===== src/rtl/solenoid_pkg.sv =====
// Behaviour
// - A rising enable input, driven or pulled up, starts an activation.
// - Activation regulates at the peak reference for the keep time, then hold.
// - Hold regulation continues while enable stays high and no lockout or overtemperature is present.
// - Enable low stops switching and holds the gate drive low.
// - The keep ramp rises linearly; at 100 mV the reference switches to hold.
// - Each on-cycle starts on a PWM tick; gate high while sense below reference.
// - Sense above reference drops the gate once the minimum on-time has run out, until the next tick.
// - Every on-cycle not cut short by a fault or by enable low keeps the gate high for at least the minimum on-time.
// - A grounded peak-setting input selects the internal default peak reference.
// - Setting resistance below 33.33 kOhm clamps to 300 mV peak, 50 mV hold.
// - Without a hold-setting input, hold reference is fixed at 50 mV.
// - External hold level is one sixth of the peak level; settings independent.
// - Grounded rate input gives default PWM rate; otherwise inverse to resistance.
// - Gate drive is high through the on portion and low in the off portion.
// - Open-drain fault flag pulls low normally, releases on lockout or overtemperature.
// - Three states: OFF, PEAK until keep time ends, HOLD until enable falls; a fault or enable low sends PEAK or HOLD to OFF.
// - Minimum on-time is 7.5 percent of the period; duty may reach 100 percent.
// - Gate switching begins within 50 us of enable rising at 20 kHz.
package solenoid_pkg;
    // ****************************************************************
    // Register map, byte addresses.
    // ****************************************************************
    localparam logic [7:0] ADDR_CTRL = 8'h00;
    localparam logic [7:0] ADDR_PEAK_RES = 8'h04;
    localparam logic [7:0] ADDR_HOLD_RES = 8'h08;
    localparam logic [7:0] ADDR_RATE_RES = 8'h0c;
    localparam logic [7:0] ADDR_KEEP_SLOPE = 8'h10;
    localparam logic [7:0] ADDR_STATUS = 8'h14;
    // Control field positions.
    localparam int CTRL_PEAK_EXT = 0;
    localparam int CTRL_HOLD_EXT = 1;
    localparam int CTRL_RATE_EXT = 2;
    localparam int CTRL_HOLD_PIN = 3;
    localparam logic [3:0] CTRL_RESET = 4'h0;
    // Resistances are held in units of 10 ohm.
    localparam logic [15:0] RES_RESET = 16'h4e20;
    localparam logic [15:0] RES_CLAMP = 16'h0d05;
    localparam logic [15:0] RES_SATURATE = 16'h1a0b;
    // Reference levels in mV.
    localparam logic [9:0] VPEAK_DEFAULT_MV = 10'h12c;
    localparam logic [9:0] VPEAK_MAX_MV = 10'h384;
    localparam logic [9:0] VHOLD_DEFAULT_MV = 10'h032;
    localparam logic [9:0] VHOLD_MAX_MV = 10'h096;
    localparam logic [31:0] PEAK_NUM = 32'h005b8e6c;
    localparam int HOLD_DIVISOR = 6;
    // Keep ramp in nV; threshold is 100 mV, reset slope gives 100 ms.
    localparam logic [31:0] KEEP_THRESHOLD_NV = 32'h05f5e100;
    localparam logic [31:0] KEEP_SLOPE_RESET = 32'h00000019;
    // PWM timing.
    localparam int PCLK_HZ = 40000000;
    localparam int PWM_DEFAULT_HZ = 20000;
    localparam int PWM_DEFAULT_CYCLES = PCLK_HZ / PWM_DEFAULT_HZ;
    localparam logic [31:0] RATE_NUM = 32'h00009c40;
    localparam logic [31:0] RATE_DEN = 32'h00061a94;
    localparam int MINIMUM_ON_FRACTION_NUM = 3;
    localparam int MINIMUM_ON_FRACTION_DEN = 40;
    localparam int STARTUP_DELAY_US = 50;
    localparam int STARTUP_DELAY_CYCLES = STARTUP_DELAY_US * (PCLK_HZ / 1000000);

    typedef enum logic [2:0] {
        ST_OFF = 3'b001,
        ST_PEAK = 3'b010,
        ST_HOLD = 3'b100
    } ctl_state_t;
endpackage : solenoid_pkg


===== src/rtl/solenoid_peak_hold_pwm_controller.sv =====
// Local design decisions: the placing of the registers and register access over APB.
`timescale 1ns/1ps
module solenoid_peak_hold_pwm_controller #(
    parameter int PERIOD_W = 16
) (
    input wire logic pclk,
    input wire logic presetn,
    input wire logic ce,
    input wire logic psel,
    input wire logic penable,
    input wire logic pwrite,
    input wire logic [7:0] paddr,
    input wire logic [31:0] pwdata,
    output logic [31:0] prdata,
    output logic pready,
    output logic pslverr,
    input wire logic enable_pin,
    input wire logic supply_low_lockout,
    input wire logic thermal_shutdown,
    input wire logic [9:0] sense_mv,
    output logic gate_drive,
    output logic fault_flag_o,
    output logic fault_flag_oe,
    output logic cycle_trigger_clock
);
    // ****************************************************************
    // Pin synchronisers.
    // ****************************************************************
    logic [2:0] pin_meta_q;
    logic [2:0] pin_sync_q;
    logic en_prev_q;
    logic en_s;
    logic fault_s;
    logic en_rise;

    // Enable, lockout and shutdown arrive asynchronously, so each passes two flops.
    always_ff @(posedge pclk or negedge presetn) begin
        if (!presetn) begin
            pin_meta_q <= 3'h0;
            pin_sync_q <= 3'h0;
            en_prev_q <= 1'b0;
        end else if (ce) begin
            pin_meta_q <= {thermal_shutdown, supply_low_lockout, enable_pin};
            pin_sync_q <= pin_meta_q;
            en_prev_q <= pin_sync_q[0];
        end
    end

    assign en_s = pin_sync_q[0];
    assign fault_s = pin_sync_q[1] | pin_sync_q[2];
    assign en_rise = en_s & ~en_prev_q;

    // ****************************************************************
    // APB register file.
    // ****************************************************************
    logic [3:0] ctrl_q;
    logic [15:0] peak_res_q;
    logic [15:0] hold_res_q;
    logic [15:0] rate_res_q;
    logic [31:0] keep_slope_q;
    logic acc_done;
    logic addr_ok;
    logic [31:0] rd_d;
    solenoid_pkg::ctl_state_t state_q;
    logic [9:0] vref_q;

    assign acc_done = psel & penable & pready;

    always_comb begin
        addr_ok = 1'b1;
        rd_d = 32'h0;
        case (paddr)
            solenoid_pkg::ADDR_CTRL: rd_d = {28'h0, ctrl_q};
            solenoid_pkg::ADDR_PEAK_RES: rd_d = {16'h0, peak_res_q};
            solenoid_pkg::ADDR_HOLD_RES: rd_d = {16'h0, hold_res_q};
            solenoid_pkg::ADDR_RATE_RES: rd_d = {16'h0, rate_res_q};
            solenoid_pkg::ADDR_KEEP_SLOPE: rd_d = keep_slope_q;
            solenoid_pkg::ADDR_STATUS: rd_d = {16'h0, vref_q, fault_s, gate_drive, 1'b0, state_q};
            default: addr_ok = 1'b0;
        endcase
    end

    // One wait state: pready rises in the second access cycle, so the answer is registered.
    always_ff @(posedge pclk or negedge presetn) begin
        if (!presetn) begin
            pready <= 1'b0;
            prdata <= 32'h0;
            pslverr <= 1'b0;
        end else if (ce) begin
            pready <= psel & penable & ~pready;
            prdata <= (psel & penable & ~pready & ~pwrite) ? rd_d : 32'h0;
            pslverr <= psel & penable & ~pready & ~addr_ok;
        end
    end

    // Writes take effect at the edge that completes the access; status is read only.
    always_ff @(posedge pclk or negedge presetn) begin
        if (!presetn) begin
            ctrl_q <= solenoid_pkg::CTRL_RESET;
            peak_res_q <= solenoid_pkg::RES_RESET;
            hold_res_q <= solenoid_pkg::RES_RESET;
            rate_res_q <= solenoid_pkg::RES_RESET;
            keep_slope_q <= solenoid_pkg::KEEP_SLOPE_RESET;
        end else if (ce && acc_done && pwrite) begin
            case (paddr)
                solenoid_pkg::ADDR_CTRL: ctrl_q <= pwdata[3:0];
                solenoid_pkg::ADDR_PEAK_RES: peak_res_q <= pwdata[15:0];
                solenoid_pkg::ADDR_HOLD_RES: hold_res_q <= pwdata[15:0];
                solenoid_pkg::ADDR_RATE_RES: rate_res_q <= pwdata[15:0];
                solenoid_pkg::ADDR_KEEP_SLOPE: keep_slope_q <= pwdata;
                default: ;
            endcase
        end
    end

    // ****************************************************************
    // Reference and period derivation.
    // ****************************************************************
    logic [31:0] peak_calc;
    logic [31:0] hold_calc;
    logic [31:0] rate_calc;
    logic [9:0] vpeak;
    logic [9:0] vhold;
    logic [PERIOD_W-1:0] period;
    logic [PERIOD_W-1:0] min_on;

    // The divides are combinational; settings change rarely, so area was traded for simplicity.
    always_comb begin
        peak_calc = solenoid_pkg::PEAK_NUM / {16'h0, (peak_res_q == 16'h0) ? 16'h1 : peak_res_q};
        hold_calc = solenoid_pkg::PEAK_NUM / {16'h0, (hold_res_q == 16'h0) ? 16'h1 : hold_res_q};
        hold_calc = hold_calc / 32'(solenoid_pkg::HOLD_DIVISOR);
        if (!ctrl_q[solenoid_pkg::CTRL_PEAK_EXT] || peak_res_q < solenoid_pkg::RES_CLAMP) begin
            vpeak = solenoid_pkg::VPEAK_DEFAULT_MV;
        end else if (peak_res_q < solenoid_pkg::RES_SATURATE) begin
            vpeak = solenoid_pkg::VPEAK_MAX_MV;
        end else begin
            vpeak = peak_calc[9:0];
        end
        if (!ctrl_q[solenoid_pkg::CTRL_HOLD_PIN] || !ctrl_q[solenoid_pkg::CTRL_HOLD_EXT]) begin
            vhold = solenoid_pkg::VHOLD_DEFAULT_MV;
        end else if (hold_res_q < solenoid_pkg::RES_CLAMP) begin
            vhold = solenoid_pkg::VHOLD_DEFAULT_MV;
        end else if (hold_res_q < solenoid_pkg::RES_SATURATE) begin
            vhold = solenoid_pkg::VHOLD_MAX_MV;
        end else begin
            vhold = hold_calc[9:0];
        end
        // Below the valid range the rate is held at its highest setting.
        rate_calc = ({16'h0, (rate_res_q < solenoid_pkg::RES_SATURATE) ? solenoid_pkg::RES_SATURATE : rate_res_q}
            * solenoid_pkg::RATE_NUM) / solenoid_pkg::RATE_DEN;
        if (!ctrl_q[solenoid_pkg::CTRL_RATE_EXT]) begin
            period = PERIOD_W'(solenoid_pkg::PWM_DEFAULT_CYCLES);
        end else begin
            period = rate_calc[PERIOD_W-1:0];
        end
        min_on = PERIOD_W'((32'(period) * solenoid_pkg::MINIMUM_ON_FRACTION_NUM + solenoid_pkg::MINIMUM_ON_FRACTION_DEN - 1)
            / solenoid_pkg::MINIMUM_ON_FRACTION_DEN);
    end

    // ****************************************************************
    // State machine and keep ramp.
    // ****************************************************************
    logic [31:0] keep_ramp_q;

    always_ff @(posedge pclk or negedge presetn) begin
        if (!presetn) begin
            state_q <= solenoid_pkg::ST_OFF;
            keep_ramp_q <= 32'h0;
        end else if (ce) begin
            case (state_q)
                solenoid_pkg::ST_OFF: begin
                    keep_ramp_q <= 32'h0;
                    if (en_rise && !fault_s) begin
                        state_q <= solenoid_pkg::ST_PEAK;
                    end
                end
                solenoid_pkg::ST_PEAK: begin
                    keep_ramp_q <= keep_ramp_q + keep_slope_q;
                    if (fault_s || !en_s) begin
                        state_q <= solenoid_pkg::ST_OFF;
                    end else if (en_rise) begin
                        keep_ramp_q <= 32'h0;
                    end else if (keep_ramp_q >= solenoid_pkg::KEEP_THRESHOLD_NV) begin
                        state_q <= solenoid_pkg::ST_HOLD;
                    end
                end
                solenoid_pkg::ST_HOLD: begin
                    if (fault_s || !en_s) begin
                        state_q <= solenoid_pkg::ST_OFF;
                    end
                end
                default: state_q <= solenoid_pkg::ST_OFF;
            endcase
        end
    end

    // Active reference follows the state.
    always_ff @(posedge pclk or negedge presetn) begin
        if (!presetn) begin
            vref_q <= solenoid_pkg::VPEAK_DEFAULT_MV;
        end else if (ce) begin
            vref_q <= (state_q == solenoid_pkg::ST_HOLD) ? vhold : vpeak;
        end
    end

    // ****************************************************************
    // PWM clock and gate drive.
    // ****************************************************************
    logic [PERIOD_W-1:0] pwm_cnt_q;
    logic [PERIOD_W-1:0] on_cnt_q;
    logic tick;
    logic running;

    assign running = (state_q != solenoid_pkg::ST_OFF) && en_s && !fault_s;
    assign tick = running && (pwm_cnt_q == '0);

    // The counter sits at zero while off, so the first tick comes right after activation.
    always_ff @(posedge pclk or negedge presetn) begin
        if (!presetn) begin
            pwm_cnt_q <= '0;
            cycle_trigger_clock <= 1'b0;
        end else if (ce) begin
            if (!running) begin
                pwm_cnt_q <= '0;
            end else if (tick) begin
                pwm_cnt_q <= period - PERIOD_W'(1);
            end else begin
                pwm_cnt_q <= pwm_cnt_q - PERIOD_W'(1);
            end
            cycle_trigger_clock <= tick;
        end
    end

    // Gate is set only by a tick, so a dropped gate cannot return inside the same cycle.
    always_ff @(posedge pclk or negedge presetn) begin
        if (!presetn) begin
            gate_drive <= 1'b0;
            on_cnt_q <= '0;
        end else if (ce) begin
            if (!running) begin
                gate_drive <= 1'b0;
                on_cnt_q <= '0;
            end else if (tick) begin
                gate_drive <= 1'b1;
                on_cnt_q <= min_on;
            end else if (on_cnt_q > PERIOD_W'(1)) begin
                on_cnt_q <= on_cnt_q - PERIOD_W'(1);
            end else begin
                on_cnt_q <= '0;
                if (sense_mv > vref_q) begin
                    gate_drive <= 1'b0;
                end
            end
        end
    end

    // Open-drain fault flag: pulls low while healthy, released on a fault.
    always_ff @(posedge pclk or negedge presetn) begin
        if (!presetn) begin
            fault_flag_o <= 1'b0;
            fault_flag_oe <= 1'b0;
        end else if (ce) begin
            fault_flag_o <= 1'b0;
            fault_flag_oe <= ~fault_s;
        end
    end
endmodule : solenoid_peak_hold_pwm_controller


===== config.mk =====
export PLATFORM = sky130hd
export DESIGN_NAME = solenoid_peak_hold_pwm_controller
export DESIGN_NICKNAME = d
export VERILOG_FILES = /design/src/rtl/solenoid_pkg.sv /design/src/rtl/solenoid_peak_hold_pwm_controller.sv
export SDC_FILE = /design/constraint.sdc
export NUM_CORES = 2
export LEC_CHECK = 0
export ABC_CLOCK_PERIOD_IN_PS = 147400
export BUFFER_PORTS_ARGS = -buffer_cell sky130_fd_sc_hd__buf_2
export CAP_MARGIN = 20
export CORE_MARGIN = 1
export CORE_UTILIZATION = 37
export DETAILED_ROUTE_END_ITERATION = 8
export GPL_TIMING_DRIVEN = 0
export PLACE_DENSITY_LB_ADDON = 0.15
export SLEW_MARGIN = 20
export SYNTH_ARGS = -nofsm -noshare
export SYNTH_HDL_FRONTEND = slang
export SYNTH_SLANG_ARGS = --single-unit

===== constraint.sdc =====
create_clock -name pclk -period 147.4 [get_ports pclk]
set_input_delay 29.48 -clock pclk [delete_from_list [all_inputs] [get_ports pclk]]
set_output_delay 29.48 -clock pclk [all_outputs]
set_load 0.01 [all_outputs]

Yosys cells after proc, flatten, opt, wreduce, memory -nomap -nowiden
Index checks and enable logic that the tools add are counted.
{"block": "op_classes", "n_addsub": 6, "n_mul": 2, "div": 5, "order_cmp": 8, "eq_ne": 15, "n_mux": 31, "bitwise": 12, "n_reduce_logical": 28}
{"op": "$pmux W32 S6", "n": 1}
{"op": "$mux W16", "n": 9}
{"op": "$mux W32", "n": 3}
{"op": "$div A23 B16 Y32 const A", "n": 2}
{"op": "$pmux W32 S2", "n": 1}
{"op": "$mux W10", "n": 6}
{"op": "$logic_not A16 Y1", "n": 3}
{"op": "$lt A16 B13 Y1 const B", "n": 3}
{"op": "$sub A16 B1 Y16 const B", "n": 3}
{"op": "$add A32 B32 Y32", "n": 1}
{"op": "$div A32 B19 Y32 const B", "n": 1}
{"op": "$div A32 B3 Y32 const B", "n": 1}
{"op": "$div A32 B6 Y32 const B", "n": 1}
{"op": "$ge A32 B27 Y1 const B", "n": 1}
{"op": "$lt A16 B12 Y1 const B", "n": 2}
{"op": "$mul A16 B10 Y26 const B", "n": 1}
{"op": "$sub A19 B1 Y20 const B", "n": 1}
{"op": "$add A18 B6 Y19 const B", "n": 1}
{"op": "$mul A16 B2 Y18 const B", "n": 1}
{"op": "$eq A8 B4 Y1 const B", "n": 2}
{"op": "$eq A8 B5 Y1 const B", "n": 2}
{"op": "$gt A16 B1 Y1 const B", "n": 1}
{"op": "$mux W3", "n": 5}
{"op": "$reduce_and A2 Y1", "n": 6}
{"op": "other kinds (22)", "n": 49}
{"block": "word_totals", "regBits": 205, "inputBits": 59, "elab_cells": 126}

Depth between registers and ports, before layout
{"block": "depth", "ltp_word": 11, "mapped_depth": 605, "depth_no_buf": 551}

Least setup slack after synthesis
OpenSTA, ideal clock, no wires.
{"block": "synth_path", "path_kind": "flip-flop to flip-flop", "startpoint": "register hold_res_q[14]", "endpoint": "register vref_q[0]", "setup_ns": 0.121, "arrival_ns": 100.119, "path_slack_ns": 47.159, "stages_incl_launch_ff": 597, "n_path_buf": 67, "period_less_slack_ns": 100.241, "cell_sequence": "dfstp_2 or3_1 clkbuf_1 nor4_1 clkbuf_1 a31oi_1 clkbuf_1 clkbuf_1 buf_1 clkbuf_1 buf_1 nor2_1 ha_1 o21a_1 o21a_1 o21a_1 and2_0 o31a_1 [... 561 more ...] nand2_1 nor3_1 o211ai_1 clkbuf_1 and3_1 a21oi_1 ha_1 o211a_1 o21a_1 o211ai_1 nand2_1 a211oi_1 nor4_1 o31a_1 xnor2_1 nand2_1 a21oi_1 o22a_1"}
{"block": "synth_between", "elab_chain_cells": 8, "word_cells_on_any_way": 10}
{"element": "from (decl)", "line_no": "solenoid_peak_hold_pwm_controller.sv:58", "text": "logic [15:0] hold_res_q;"}
{"element": "from (signal assigned)", "line_no": "solenoid_peak_hold_pwm_controller.sv:101", "text": "hold_res_q <= solenoid_pkg::RES_RESET;"}
{"element": "from (signal assigned)", "line_no": "solenoid_peak_hold_pwm_controller.sv:108", "text": "solenoid_pkg::ADDR_HOLD_RES: hold_res_q <= pwdata[15:0];"}
{"element": "$logic_not A16 Y1", "line_no": "solenoid_peak_hold_pwm_controller.sv:130", "text": "hold_calc = solenoid_pkg::PEAK_NUM / {16'h0, (hold_res_q == 16'h0) ? 16'h1 : hold_res_q};"}
{"element": "$mux W16", "line_no": "solenoid_peak_hold_pwm_controller.sv:130"}
{"element": "$div A23 B16 Y32", "line_no": "solenoid_peak_hold_pwm_controller.sv:130"}
{"element": "$div A32 B3 Y32", "line_no": "solenoid_peak_hold_pwm_controller.sv:131", "text": "hold_calc = hold_calc / 32'(solenoid_pkg::HOLD_DIVISOR);"}
{"element": "$mux W10", "line_no": "solenoid_peak_hold_pwm_controller.sv:143", "text": "end else if (hold_res_q < solenoid_pkg::RES_SATURATE) begin"}
{"element": "$mux W10 *", "line_no": "solenoid_peak_hold_pwm_controller.sv:141", "text": "end else if (hold_res_q < solenoid_pkg::RES_CLAMP) begin"}
{"element": "$mux W10 *", "line_no": "solenoid_peak_hold_pwm_controller.sv:139", "text": "if (!ctrl_q[solenoid_pkg::CTRL_HOLD_PIN] || !ctrl_q[solenoid_pkg::CTRL_HOLD_EXT]) begin"}
{"element": "$mux W10 *", "line_no": "solenoid_peak_hold_pwm_controller.sv:202", "text": "vref_q <= (state_q == solenoid_pkg::ST_HOLD) ? vhold : vpeak;"}
{"element": "to (signal assigned)", "line_no": "solenoid_peak_hold_pwm_controller.sv:200", "text": "vref_q <= solenoid_pkg::VPEAK_DEFAULT_MV;"}
{"element": "to (signal assigned)", "line_no": "solenoid_peak_hold_pwm_controller.sv:202"}
{"element": "to (decl)", "line_no": "solenoid_peak_hold_pwm_controller.sv:65", "text": "logic [9:0] vref_q;"}
Mark *: on every way between the ends. The rest lies on a longest branch, timed or not.
A chain may end at the register's enable or synchronous reset.

Final worst setup path
Same ends and word-level chain as after synthesis.

==> impl_metrics.py <==
metrics = {
    "sta": {
        "fmax_mhz": 7.99,
        "fin_crit_ns": 125.13,
        "slew_headroom": 0.218,
        "finClkSkew_ns": 0.0351,
        "fin_tns_setup_ns": 0,
        "setup_viol": 0,
        "worst_pin_slew_ns": 1.17,
        "hold_viol": 0,
        "post-route-period-util": 0.849,
        "rsz0062_at_grt": "no",
        "drv_slew": 0,
    },
    "worst_setup_path": {
        "critical_path.top_delay_family": "compound AO/OA/AOI/OAI gates",
        "crit_path_start_kind": "flip-flop",
        "crit_arrival_ns": 125.61,
        "critical_path.max_stage_delay_ns": 0.76,
        "slowest_stage": "a2111oi_2",
        "path_class": "flip-flop to flip-flop",
        "cp.required_ns": 147.88,
        "cp_max_fo": 10,
        "cp_common_cell": "o21ai_0",
        "path_buf_inv": 74,
        "end_kind": "flip-flop",
    },
    "synthesis": {
        "synth_cells": 10300,
        "synth_edf_count": 0,
        "syn-cell-area_um2": 74100,
        "async_flop_share": 1.00,
        "synth_cell_types": 189,
        "ys.flop_type": "dfrtp_1",
        "yosysWarningCount": 0,
        "yosysSeqAreaShare": 0.0696,
        "ys_seq_elements": 205,
        "avgSynthCellArea_um2": 7.19,
    },
    "global_route": {
        "antenna_found_initial": 12,
        "grt-ovfl-total": 0,
        "grt_start_max_net_pins": 72,
        "grt_pass1_vias": 73700,
        "grt_pass1_wl_um": 393000,
        "gr-usage-all-layers": 0.232,
    },
    "drt": {
        "drt_iter0_drc": 5037,
        "drt-vias-per-instance": 5.83,
        "routed_wl_um": 245000,
        "route.detailed.drc": 0,
        "ant_nets": 0,
        "drt-wirelength-per-cell_um": 18.7,
        "vias": 76400,
        "first_pass_iters": 6,
    },
    "cts": {
        "path_clk_slew_ns": 0.06,
        "cts-buffers-inserted": 25,
        "post-cts-setup-buffer-count": 0,
        "root_buffer": "clkbuf_16",
        "holdBufCountCts": 0,
        "cts.htree.levels": 1,
        "clock_latency_ns": 0.57,
        "cts_buffer_depth": 3,
        "cts_tree": "built",
        "cts_sinks": 205,
        "ctsResizeCount": 0,
    },
    "run": {
        "maxCapViolations": 0,
    },
    "placed_design": {
        "place_hpwl_um": 202000,
        "place_congestion": 0.900,
        "placed_area_um2": 78300,
        "port_buffers": 95,
    },
    "cells_and_area": {
        "fin_area_um2": 79200,
        "num-nets-final": 11400,
        "drive_gt1_frac": 0.101,
        "area_growth_pct": 6.87,
        "final_common_cell": "nor2_1",
        "nFillCells": 20700,
        "final_cell_mix": "nor2_1, ha_1, nand2_1, a21oi_1, o21ai_0",
    },
    "floorplanning": {
        "core-area_um2": 198000,
        "dieArea_um2": 202000,
        "io_pins": 97,
        "fp.dieW_um": 450,
        "num_rows": 163,
        "initial_core_util": 0.374,
        "fp.dieH_um": 450,
    },
    "min_path": {
        "min_path_type": "flip-flop to flip-flop",
    },
    "run_status": {
        "outcome": "finished, final reports clean",
    },
}
-- flip-flops by register name, summed over array words and instances (netlist names) --
signal / count
keep_ramp_q: 32
keep_slope_q: 32
prdata: 32
hold_res_q: 16
on_cnt_q: 16
peak_res_q: 16
pwm_cnt_q: 16
rate_res_q: 16
vref_q: 10
ctrl_q: 4
pin_meta_q: 3
pin_sync_q: 3
state_q: 3
cycle_trigger_clock: 1
en_prev_q: 1
fault_flag_oe: 1
gate_drive: 1
pready: 1
pslverr: 1
-- worst paths after layout --
path	from	slack (ns)	to	depth (start not counted)
max in group asynchronous	presetn	117.64	vref_q[2]	2
max	hold_res_q[14]	22.27	vref_q[0]	594
min	prdata[15]	0.49	prdata[15]	1
max reg2reg	hold_res_q[14]	22.27	vref_q[0]	594
min in group asynchronous	presetn	28.87	prdata[26]	1
min reg2reg	prdata[15]	0.49	prdata[15]	1
-- kinds of logic (layout without fill, tap and decap cells) --
kind of cell               after synthesis  in the layout  synth area share
muxes                                  514            514            0.0774
AOI/OAI and AO/OA                     3342           3342             0.307
and+or+nand+nor                       3684           3684             0.246
DFF                                    205            205            0.0696
adders and majority gates              914            914             0.158
buffers and inverters                  919           1077            0.0536
other                                    1             13         0.0000506
xor gates and xnor gates               728            728            0.0885
-- Yosys cell counts, types with 115 or more instances --
master | instances | area, µm²
xor2_1 | 239 | 2090
nand2b_1 | 348 | 2180
ha_1 | 875 | 10900
clkbuf_1 | 239 | 897
mux2i_1 | 115 | 1150
mux2_2 | 378 | 4260
o21ai_0 | 686 | 3430
o21a_1 | 218 | 1640
a21o_1 | 384 | 2880
nor3_1 | 289 | 1450
nor2_1 | 1050 | 3940
inv_1 | 559 | 2100
o31ai_1 | 178 | 1340
a21oi_1 | 791 | 3960
and2_1 | 219 | 1370
nand3_1 | 253 | 1270
nand2_1 | 814 | 3060
dfrtp_1 | 182 | 4550
xnor2_1 | 467 | 4090
-- stage by stage --
| stage | utilization | hold slack (ns) | worst slack (ns) | instances |
|---|---|---|---|---|
| floorplan | - | 0.447 | 47.16 | 10300 |
| global placement | 0.393 | 0.471 | 24.84 | 13000 |
| detailed placement | 0.395 | 0.476 | 24.49 | 13100 |
| CTS | 0.399 | 0.487 | 23.60 | 13100 |
| global route | 0.400 | 0.491 | 9.72 | 13100 |
| finish | 0.400 | 0.490 | 22.27 | 13100 |
-- final cells by class --
type | instances | area (µm²) | area share
Multi-Input combinational cell | 9185 | 65100 | 0.821
Sequential cell | 205 | 5160 | 0.0651
Tap cell | 2640 | 3300 | 0.0417
Inverter | 566 | 2120 | 0.0268
Buffer | 353 | 1840 | 0.0233
Timing Repair Buffer | 112 | 840 | 0.0106
Clock buffer | 39 | 738 | 0.00932
Clock inverter | 7 | 110 | 0.00139
Antenna cell | 10 | 25.0 | 0.000316
-- metal layers --
layer / routed length (µm) / track usage / up-vias
met1: 111000 / 0.298 / 36600
li1: - / - / 38100
met3: 7590 / 0.00922 / 269
met2: 117000 / 0.409 / 1503
met5: 13 / 0 / -
met4: 9940 / 0.0859 / 2
Power is not shown: default switching activity piles up to over one toggle a cycle in this logic, so the estimate is an artifact.
